[src/hdl/irq_flags_pkg.sv]
// Constants, types and state layout of the interrupt flag aggregation block
// Notes on behaviour
// - Read-only 16-bit identification register holds a fixed device code.
// - Bit 1 sets whenever any port ADC data register gets a new sample.
// - With 2^N averaging, a port's data refreshes only after 2^N conversions in single mode or 2^N sweeps in sweep modes.
// - Data refreshes per conversion in single mode, per sweep in sweep modes.
// - Bit 1 clears after flag read, then both ADC status reads.
// - Bit 2 sets when unread ADC data is overwritten; clears on flag read.
// - Bit 3 sets when a GPI port captures an event of its selected type.
// - Bits 3 and 4 clear after flag read, then both GPI status reads.
// - Bit 4 sets when GPI status is overwritten before the host read it.
// - Bit 5 sets when any DAC driver exceeds the overcurrent limit.
// - Bit 5 clears after flag read, then both overcurrent status reads.
// - Bit 8 sets above internal high limit; clears on flag read.
// - Bit 7 sets below internal low limit; clears on flag read.
// - Bit 6 sets on each new internal result; clears on flag read.
// - First external sensor flags sit in bits 11 to 9.
// - Bits 14:12 flag second sensor high, low, new result; clear on read.
// - Bit 15 sets while the port supply is low; clears on flag read.
// - ADC port status bit sets on each data load, regardless of mask.
// - GPI port events recorded in status bits regardless of mask.
// - Temperatures are 12-bit two's complement, compared signed to limits.
package irq_flags_pkg;

    localparam int NUM_PORTS   = 12;
    localparam int NUM_SENSORS = 3;
    localparam int TEMP_W      = 12;
    localparam int AVG_EXP_W   = 3;
    localparam int AVG_CNT_W   = 7;
    localparam int REG_W       = 16;

    // Temperature step in millidegrees per LSB
    localparam int TEMP_LSB_MILLIC = 125;

    // Identification code; the value is arbitrary
    localparam logic [REG_W-1:0] DEVICE_ID_DEFAULT = 16'hA5C3;

    // Flag register bit positions
    localparam int FLAG_ADC_EVENT   = 0;
    localparam int FLAG_ADC_READY   = 1;
    localparam int FLAG_ADC_MISSED  = 2;
    localparam int FLAG_GPI_READY   = 3;
    localparam int FLAG_GPI_MISSED  = 4;
    localparam int FLAG_DAC_OC      = 5;
    localparam int FLAG_TEMP_BASE   = 6;
    localparam int FLAG_SUPPLY_LOW  = 15;
    localparam int TEMP_FLAG_W      = 3;
    localparam int TEMP_HI_BIT      = 2;
    localparam int TEMP_LO_BIT      = 1;
    localparam int TEMP_NEW_BIT     = 0;

    // Bits that clear on a plain flag register read
    localparam logic [REG_W-1:0] FLAG_RC_MASK   = 16'hFFC5;
    localparam logic [REG_W-1:0] FLAG_RESET_VAL = 16'h0000;

    // Lower status register holds ports 10..0, upper one holds port 11
    localparam int ST_LO_W    = 11;
    localparam int ST_HI_PORT = 11;

    // Clear sequence groups
    localparam int GRP_ADC = 0;
    localparam int GRP_GPI = 1;
    localparam int GRP_DAC = 2;
    localparam int NUM_GRP = 3;

    typedef enum logic [2:0] {
        RD_DEVICE_ID = 3'h0,
        RD_FLAGS     = 3'h1,
        RD_ADC_ST_LO = 3'h2,
        RD_ADC_ST_HI = 3'h3,
        RD_GPI_ST_LO = 3'h4,
        RD_GPI_ST_HI = 3'h5,
        RD_DAC_ST_LO = 3'h6,
        RD_DAC_ST_HI = 3'h7
    } rdSel_t;

    typedef enum logic [1:0] {
        ADC_SINGLE_CONV  = 2'h0,
        ADC_SINGLE_SWEEP = 2'h1,
        ADC_CONT_SWEEP   = 2'h2,
        ADC_IDLE         = 2'h3
    } adcMode_t;

    typedef enum logic [1:0] {
        GPI_EDGE_NONE = 2'h0,
        GPI_EDGE_RISE = 2'h1,
        GPI_EDGE_FALL = 2'h2,
        GPI_EDGE_BOTH = 2'h3
    } gpiMode_t;

    typedef enum logic [3:0] {
        CLR_IDLE    = 4'h1,
        CLR_ARMED   = 4'h2,
        CLR_SEEN_LO = 4'h4,
        CLR_SEEN_HI = 4'h8
    } clrState_t;

    typedef struct packed {
        logic              valid;
        logic [TEMP_W-1:0] value;
        logic [TEMP_W-1:0] highLimit;
        logic [TEMP_W-1:0] lowLimit;
    } tempIn_t;

    typedef struct packed {
        logic                     rdStb;
        rdSel_t                   rdSel;
    } rdReq_t;

    typedef struct packed {
        logic [REG_W-1:0]                         rdData;
        logic [REG_W-1:0]                         flags;
        logic [NUM_PORTS-1:0]                     adc_port_status;
        logic [NUM_PORTS-1:0]                     gpi_port_status;
        logic [NUM_PORTS-1:0]                     dacSt;
        logic [NUM_PORTS-1:0]                     adcUnread;
        logic [NUM_PORTS-1:0]                     adcLoad;
        logic [NUM_PORTS-1:0][AVG_CNT_W-1:0]      avgCnt;
        clrState_t [NUM_GRP-1:0]                  clr;
        logic [NUM_PORTS-1:0]                     gpiS1;
        logic [NUM_PORTS-1:0]                     gpiS2;
        logic [NUM_PORTS-1:0]                     gpiPrev;
        logic [NUM_PORTS-1:0]                     ocS1;
        logic [NUM_PORTS-1:0]                     ocS2;
        logic                                     supS1;
        logic                                     supS2;
    } state_t;

endpackage

[src/hdl/irq_flags.sv]
// Interrupt flag aggregation: event capture, status registers, clear sequences
`timescale 1ns/1ps
module irq_flags
    import irq_flags_pkg::*;
#(
    parameter logic [REG_W-1:0] DEVICE_ID = DEVICE_ID_DEFAULT
) (
    // Clock and reset
    input  wire logic                                clk,
    input  wire logic                                rstn,
    // Register read access from the serial interface
    input  wire rdReq_t                              rdReq,
    output logic [REG_W-1:0]                         rdData,
    // ADC sequencing
    input  wire adcMode_t                            adcMode,
    input  wire logic [NUM_PORTS-1:0]                adcPortEn,
    input  wire logic [NUM_PORTS-1:0]                convDone,
    input  wire logic                                sweepDone,
    input  wire logic [NUM_PORTS-1:0][AVG_EXP_W-1:0] avgExp,
    input  wire logic [NUM_PORTS-1:0]                adcDataRead,
    input  wire logic                                adcFlagEvent,
    output logic [NUM_PORTS-1:0]                     adcLoad,
    // GPI ports
    input  wire logic [NUM_PORTS-1:0]                gpiIn,
    input  wire gpiMode_t [NUM_PORTS-1:0]            gpiMode,
    // DAC overcurrent comparators
    input  wire logic [NUM_PORTS-1:0]                dacOverCurrent,
    // Temperature sensors: internal, first external, second external
    input  wire tempIn_t [NUM_SENSORS-1:0]           tempIn,
    // High-voltage port supply monitor comparator
    input  wire logic                                supplyLow,
    // Flag register contents
    output logic [REG_W-1:0]                         intFlags
);

    state_t cur_ff;
    state_t nxt_st;

    // ------------------------------------------------------------
    // Per-port event decode
    // ------------------------------------------------------------
    logic [NUM_PORTS-1:0]                sampleTick;
    logic [NUM_PORTS-1:0]                loadNow;
    logic [NUM_PORTS-1:0][AVG_CNT_W-1:0] nxtAvgCnt;
    logic [NUM_PORTS-1:0]                gpiEvent;

    genvar p;
    generate
        for (p = 0; p < NUM_PORTS; p++) begin : g_port
            logic [AVG_CNT_W-1:0] lastCnt;
            logic                 rise;
            logic                 fall;

            // mode tick: a conversion in single mode, a sweep of an enabled port in sweep modes, none when idle
            assign sampleTick[p] = (adcMode == ADC_SINGLE_CONV) ? convDone[p] :
                                   ((adcMode != ADC_IDLE) & sweepDone & adcPortEn[p]);

            assign lastCnt      = AVG_CNT_W'((8'h01 << avgExp[p]) - 8'h01);
            assign loadNow[p]   = sampleTick[p] & (cur_ff.avgCnt[p] >= lastCnt);
            assign nxtAvgCnt[p] = !sampleTick[p] ? cur_ff.avgCnt[p] :
                                  loadNow[p] ? '0 : cur_ff.avgCnt[p] + AVG_CNT_W'(1);

            assign rise = cur_ff.gpiS2[p] & ~cur_ff.gpiPrev[p];
            assign fall = ~cur_ff.gpiS2[p] & cur_ff.gpiPrev[p];
            always_comb begin
                case (gpiMode[p])
                    GPI_EDGE_RISE: gpiEvent[p] = rise;
                    GPI_EDGE_FALL: gpiEvent[p] = fall;
                    GPI_EDGE_BOTH: gpiEvent[p] = rise | fall;
                    default:       gpiEvent[p] = 1'b0;
                endcase
            end
        end
    endgenerate

    // ------------------------------------------------------------
    // Temperature comparisons
    // ------------------------------------------------------------
    logic [NUM_SENSORS-1:0][TEMP_FLAG_W-1:0] tempEvt;

    genvar s;
    generate
        for (s = 0; s < NUM_SENSORS; s++) begin : g_temp
            // signed compare of two's complement results
            assign tempEvt[s][TEMP_HI_BIT] = tempIn[s].valid &
                ($signed(tempIn[s].value) > $signed(tempIn[s].highLimit));
            assign tempEvt[s][TEMP_LO_BIT] = tempIn[s].valid &
                ($signed(tempIn[s].value) < $signed(tempIn[s].lowLimit));
            assign tempEvt[s][TEMP_NEW_BIT] = tempIn[s].valid;
        end
    endgenerate

    // ------------------------------------------------------------
    // Read decode
    // ------------------------------------------------------------
    logic                rdFlags;
    logic [NUM_GRP-1:0]  rdLo;
    logic [NUM_GRP-1:0]  rdHi;

    assign rdFlags     = rdReq.rdStb & (rdReq.rdSel == RD_FLAGS);
    assign rdLo[GRP_ADC] = rdReq.rdStb & (rdReq.rdSel == RD_ADC_ST_LO);
    assign rdHi[GRP_ADC] = rdReq.rdStb & (rdReq.rdSel == RD_ADC_ST_HI);
    assign rdLo[GRP_GPI] = rdReq.rdStb & (rdReq.rdSel == RD_GPI_ST_LO);
    assign rdHi[GRP_GPI] = rdReq.rdStb & (rdReq.rdSel == RD_GPI_ST_HI);
    assign rdLo[GRP_DAC] = rdReq.rdStb & (rdReq.rdSel == RD_DAC_ST_LO);
    assign rdHi[GRP_DAC] = rdReq.rdStb & (rdReq.rdSel == RD_DAC_ST_HI);

    // ------------------------------------------------------------
    // Clear sequences: flag read, then both status reads
    // ------------------------------------------------------------
    logic [NUM_GRP-1:0] seqDone;
    clrState_t [NUM_GRP-1:0] nxtClr;

    genvar g;
    generate
        for (g = 0; g < NUM_GRP; g++) begin : g_clr
            always_comb begin
                seqDone[g] = 1'b0;
                nxtClr[g]  = cur_ff.clr[g];
                if (rdFlags) begin
                    // A fresh flag read restarts the sequence
                    nxtClr[g] = CLR_ARMED;
                end else begin
                    case (cur_ff.clr[g])
                        CLR_IDLE: begin
                            nxtClr[g] = CLR_IDLE;
                        end
                        CLR_ARMED: begin
                            if (rdLo[g]) begin
                                nxtClr[g] = CLR_SEEN_LO;
                            end else if (rdHi[g]) begin
                                nxtClr[g] = CLR_SEEN_HI;
                            end
                        end
                        CLR_SEEN_LO: begin
                            if (rdHi[g]) begin
                                seqDone[g] = 1'b1;
                                nxtClr[g]  = CLR_IDLE;
                            end
                        end
                        CLR_SEEN_HI: begin
                            if (rdLo[g]) begin
                                seqDone[g] = 1'b1;
                                nxtClr[g]  = CLR_IDLE;
                            end
                        end
                        default: begin
                            nxtClr[g] = CLR_IDLE;
                        end
                    endcase
                end
            end
        end
    endgenerate

    // ------------------------------------------------------------
    // Next state
    // ------------------------------------------------------------
    logic [NUM_PORTS-1:0] adcStClr;
    logic [NUM_PORTS-1:0] gpiStClr;
    logic [NUM_PORTS-1:0] dacStClr;
    logic [REG_W-1:0]     flagSet;
    logic [REG_W-1:0]     flagClr;

    always_comb begin
        nxt_st = cur_ff;

        // Synchronisers; first stage only feeds the second
        nxt_st.gpiS1   = gpiIn;
        nxt_st.gpiS2   = cur_ff.gpiS1;
        nxt_st.gpiPrev = cur_ff.gpiS2;
        nxt_st.ocS1    = dacOverCurrent;
        nxt_st.ocS2    = cur_ff.ocS1;
        nxt_st.supS1   = supplyLow;
        nxt_st.supS2   = cur_ff.supS1;

        nxt_st.avgCnt  = nxtAvgCnt;
        nxt_st.clr     = nxtClr;
        nxt_st.adcLoad = loadNow;

        adcStClr = {NUM_PORTS{seqDone[GRP_ADC]}};
        gpiStClr = {NUM_PORTS{seqDone[GRP_GPI]}};
        dacStClr = {NUM_PORTS{seqDone[GRP_DAC]}};

        // port status set on ADC load or GPI event, mask has no say; set wins
        nxt_st.adc_port_status = (cur_ff.adc_port_status & ~adcStClr) | loadNow;
        nxt_st.gpi_port_status = (cur_ff.gpi_port_status & ~gpiStClr) | gpiEvent;
        // overcurrent is a level; it re-sets while still present
        nxt_st.dacSt = (cur_ff.dacSt & ~dacStClr) | cur_ff.ocS2;

        // Host data reads mark a port's sample as consumed
        nxt_st.adcUnread = (cur_ff.adcUnread & ~adcDataRead) | loadNow;

        flagSet = '0;
        flagSet[FLAG_ADC_EVENT]  = adcFlagEvent;
        flagSet[FLAG_ADC_READY]  = |loadNow;
        flagSet[FLAG_ADC_MISSED] = |(loadNow & cur_ff.adcUnread & ~adcDataRead);
        flagSet[FLAG_GPI_READY]  = |gpiEvent;
        flagSet[FLAG_GPI_MISSED] = |(gpiEvent & cur_ff.gpi_port_status);
        flagSet[FLAG_DAC_OC]     = |cur_ff.ocS2;
        flagSet[FLAG_TEMP_BASE +: NUM_SENSORS*TEMP_FLAG_W] = tempEvt;
        flagSet[FLAG_SUPPLY_LOW] = cur_ff.supS2;

        flagClr = '0;
        if (rdFlags) begin
            flagClr = FLAG_RC_MASK;
        end
        // ready flag clears with the ADC sequence
        flagClr[FLAG_ADC_READY]  = seqDone[GRP_ADC];
        // both GPI flags clear with the GPI sequence
        flagClr[FLAG_GPI_READY]  = seqDone[GRP_GPI];
        flagClr[FLAG_GPI_MISSED] = seqDone[GRP_GPI];
        flagClr[FLAG_DAC_OC]     = seqDone[GRP_DAC];

        // An event in the clearing cycle survives to the next read
        nxt_st.flags = (cur_ff.flags & ~flagClr) | flagSet;

        // Read data shows the value before this read's clear
        if (rdReq.rdStb) begin
            case (rdReq.rdSel)
                RD_DEVICE_ID: nxt_st.rdData = DEVICE_ID;
                RD_FLAGS:     nxt_st.rdData = cur_ff.flags;
                RD_ADC_ST_LO: nxt_st.rdData = REG_W'(cur_ff.adc_port_status[ST_LO_W-1:0]);
                RD_ADC_ST_HI: nxt_st.rdData = REG_W'(cur_ff.adc_port_status[ST_HI_PORT]);
                RD_GPI_ST_LO: nxt_st.rdData = REG_W'(cur_ff.gpi_port_status[ST_LO_W-1:0]);
                RD_GPI_ST_HI: nxt_st.rdData = REG_W'(cur_ff.gpi_port_status[ST_HI_PORT]);
                RD_DAC_ST_LO: nxt_st.rdData = REG_W'(cur_ff.dacSt[ST_LO_W-1:0]);
                RD_DAC_ST_HI: nxt_st.rdData = REG_W'(cur_ff.dacSt[ST_HI_PORT]);
                default:      nxt_st.rdData = '0;
            endcase
        end
    end

    // ------------------------------------------------------------
    // State register
    // ------------------------------------------------------------
    always_ff @(posedge clk) begin
        if (!rstn) begin
            cur_ff        <= '0;
            cur_ff.flags  <= FLAG_RESET_VAL;
            cur_ff.clr    <= '{default: CLR_IDLE};
        end else begin
            cur_ff <= nxt_st;
        end
    end

    // ------------------------------------------------------------
    // Outputs
    // ------------------------------------------------------------
    assign rdData   = cur_ff.rdData;
    assign intFlags = cur_ff.flags;
    assign adcLoad  = cur_ff.adcLoad;

endmodule

[config.mk]
export PLATFORM = sky130hd
export DESIGN_NAME = irq_flags
export DESIGN_NICKNAME = d
export VERILOG_FILES = /design/src/hdl/irq_flags_pkg.sv /design/src/hdl/irq_flags.sv
export SDC_FILE = /design/constraint.sdc
export NUM_CORES = 1
export LEC_CHECK = 0
export BUFFER_PORTS_ARGS = -buffer_cell sky130_fd_sc_hd__buf_4
export CAP_MARGIN = 30
export CORE_MARGIN = 4
export CORE_UTILIZATION = 46
export DETAILED_ROUTE_END_ITERATION = 12
export HOLD_SLACK_MARGIN = 0.02
export PLACE_DENSITY = 0.68
export SLEW_MARGIN = 20
export SYNTH_ARGS = -nofsm -noshare
export SYNTH_HDL_FRONTEND = slang
export SYNTH_SLANG_ARGS = --single-unit
[constraint.sdc]
create_clock -name clk -period 9.47 [get_ports clk]
set_input_delay 1.894 -clock clk [delete_from_list [all_inputs] [get_ports clk]]
set_output_delay 1.894 -clock clk [all_outputs]
set_load 0.02 [all_outputs]
==> out/metrics.yaml <==
drcViolationCount: 0
yosys_most_used_dff: "dfxtp_1"
endpoint_kind: "register"
maxSlewViolCount: 0
start_util_pct: 46.68
placed_cell_area_um2: 17350
crit_path_max_fanout: 8
antenna_found_initial: 0
die_area_um2: 35990
slew_headroom_pct: 40.52
cts_setup_buffers: 0
worst_pin_slew_ns: 0.8921
finalSetupViolations: 0
critPathLaunchType: "input pin"
hold_class: "reg2reg"
yosys.area.top_type: "dfxtp_1"
fin_skew_ns: 0.01043
routed_wl_mm: 37.02
htreeDepth: 1
core_um2: 32540
critPathMostFrequentCell: "a21oi_1"
p_leak_nw: 8.263
syn_area_um2: 15190
clk_latency_ns: 0.52
clockRootBuffer: "clkbuf_16"
path_cells: "buf_4 > or3_1 > ha_1 > xnor2_1 > ha_1 > a21oi_1 > o21ai_0 > a21oi_1 > nor2_1 > o21ai_0 > nand2_1 > a21oi_1"
hpwl_mm: 29.22
place_congestion: 0.9028
fin_crit_ns: 4.290
portBuffers: 285
post_drt_wl_per_cell_um: 14.85
clk_path_buf_depth: 3
synth_edf_count: 0
rsz0062_at_grt: "false"
critPathMaxStageDelay_ns: 0.61
fin_ws_ns: 5.180
vias: 12900
tns_ns: 0
nets: 2474
cts_hold_buffers: 0
ios: 286
crit_type: "in2reg"
firstDrtPassIters: 4
maxCapViolations: 0
dp_slack_ns: 4.624
holdWs_ns: 0.4302
seq_area_frac_synth_pct: 32.95
fmax_ghz: 0.2331
finalCritPeriodShare_pct: 45.30
synth_top_area_share_pct: 32.95
ant_nets: 0
die_x_um: 189.7
syn_nets: 2247
synth_warnings: 0
synth.area.top_cells: "dfxtp_1, ha_1, a21oi_1, nor2_1, inv_1"
synth-seq-cells: 250
via_per_inst: 5.175
cp_slowest_cell: "o21ai_0"
synth_cells: 1804
power_density_nw_per_um2: 137.2
cts_tree: "yes"
grt_pass1_vias: 12530
async_flop_share_pct: 0
final_common_cell: "buf_4"
fin_area_um2: 18190
clkSinkCount: 250
arrival_ns: 4.73
required_ns: 9.91
final_cell_mix: "buf_4, dfxtp_1, ha_1"
grt_max_degree: 89
hold_viol_final: 0
grt.total_usage_pct: 19.82
syn_area_per_cell_um2: 8.419
fp.dieH_um: 189.7
grt_pass1_wl_mm: 60.32
outcome: "finished clean"
post_cts_resized: 0
drt_first_iter_violations: 497
clk_pin_slew_ns: 0.06
cts-buffers-inserted: 27
rows: 66
antenna_cells: 0
yosysUniqueCellTypes: 67
drive_above_1_share_pct: 17.36
syn_to_final_growth_pct: 19.77
overflow: 0
vdd_drop_max_v: 0.0001141
-- cell families (layout without fill, tap and decap cells) --
| family | Yosys count | count (layout) | share of synthesized area, % |
|---|---|---|---|
| AOI/OAI and AO/OA | 390 | 390 | 15.83 |
| DFF | 250 | 250 | 32.95 |
| xor gates and xnor gates | 72 | 72 | 4.152 |
| buffers and inverters | 225 | 472 | 6.911 |
| muxes | 35 | 35 | 2.356 |
| adders and majority gates | 201 | 201 | 16.56 |
| and+or+nand+nor | 631 | 631 | 21.25 |
-- stage by stage --
stage / utilization, % / cells / power, mW
2_1_floorplan: - / 1804 / 1.382
3_3_place_gp: 53.32 / 2443 / 1.530
3_5_place_dp: 53.32 / 2443 / 1.544
4_1_cts: 55.89 / 2492 / 2.531
5_1_grt: 55.91 / 2493 / 2.631
6_report: 55.91 / 2493 / 2.497
-- cells in the mapped netlist (4+ instances only) --
library cell    n
nand3_1        42
o21a_1         21
and2b_1         4
and3_1          7
inv_1         135
xor2_1         44
nor4_1          9
o21ai_2         9
buf_4          44
nor2_1        182
mux2i_1        29
or3_1          29
ha_1          201
mux2_2          6
a221oi_1        5
a21o_1         31
and2_1         60
o21ai_0        77
nor2b_1        29
buf_2           7
and4_1          5
o31ai_1         4
buf_6           4
a22o_1          6
dfxtp_1       250
a31oi_1        15
xnor2_1        28
a41oi_1         5
o211ai_1       14
nand4b_1        9
a21boi_0        4
a21oi_1       161
a211oi_1        5
nand4_1        49
nand2b_1       39
buf_1           4
nor3_1         28
a22oi_1        11
nor3b_1        13
clkbuf_1       29
nand2_1       112
-- critical path: cells and delay by family --
| kind | cells | cell delay [ns] |
|---|---|---|
| buf+inv | 1 | 0.13 |
| compound gates | 5 | 1.19 |
| fa+ha+maj | 2 | 0.57 |
| xor+xnor | 1 | 0.16 |
| simple gates | 3 | 0.77 |
-- sequential cells by signal, indices dropped and copies added (netlist names) --
name	count
adcLoad	12
intFlags	16
rdData	16
cur_ff	206
-- final timing paths --
check | start | end | slack (ns) | cells past startpoint
min | cur_ff[56]$_SDFF_PN0_ | cur_ff[44]$_SDFF_PN0_ | 0.43 | 1
max | avgExp[8] | cur_ff[94]$_SDFFE_PN0P_ | 5.18 | 12
min reg2reg | cur_ff[56]$_SDFF_PN0_ | cur_ff[44]$_SDFF_PN0_ | 0.43 | 1
max reg2reg | cur_ff[88]$_SDFFE_PN0P_ | cur_ff[94]$_SDFFE_PN0P_ | 7.04 | 9
-- area by class of cell --
class                           instances  area, um^2
Clock inverter                          9       50.05
Fill cell                            3017       14350
Multi-Input combinational cell       1329        9134
Tap cell                              442       553.0
Clock buffer                           40       784.5
Timing Repair Buffer                  287        2155
Sequential cell                       250        5005
Inverter                              136       510.5
-- power breakdown --
| part | internal [mW] | switching, mW |
|---|---|---|
| registers | 1.09 | 0.0273 |
| clock network | 0.571 | 0.407 |
| logic | 0.197 | 0.207 |
-- routing by layer --
layer | vias up | GRT usage, % | part of all wire (%)
li1 | 6731 | - | -
met1 | 5847 | 25.35 | 45
met2 | 278 | 34.97 | 47
met3 | 45 | 4.037 | 6.1
met4 | 0 | 3.784 | 1.8
met5 | - | 0 | 0
No activity file was read; power rests on OpenSTA's default activity.
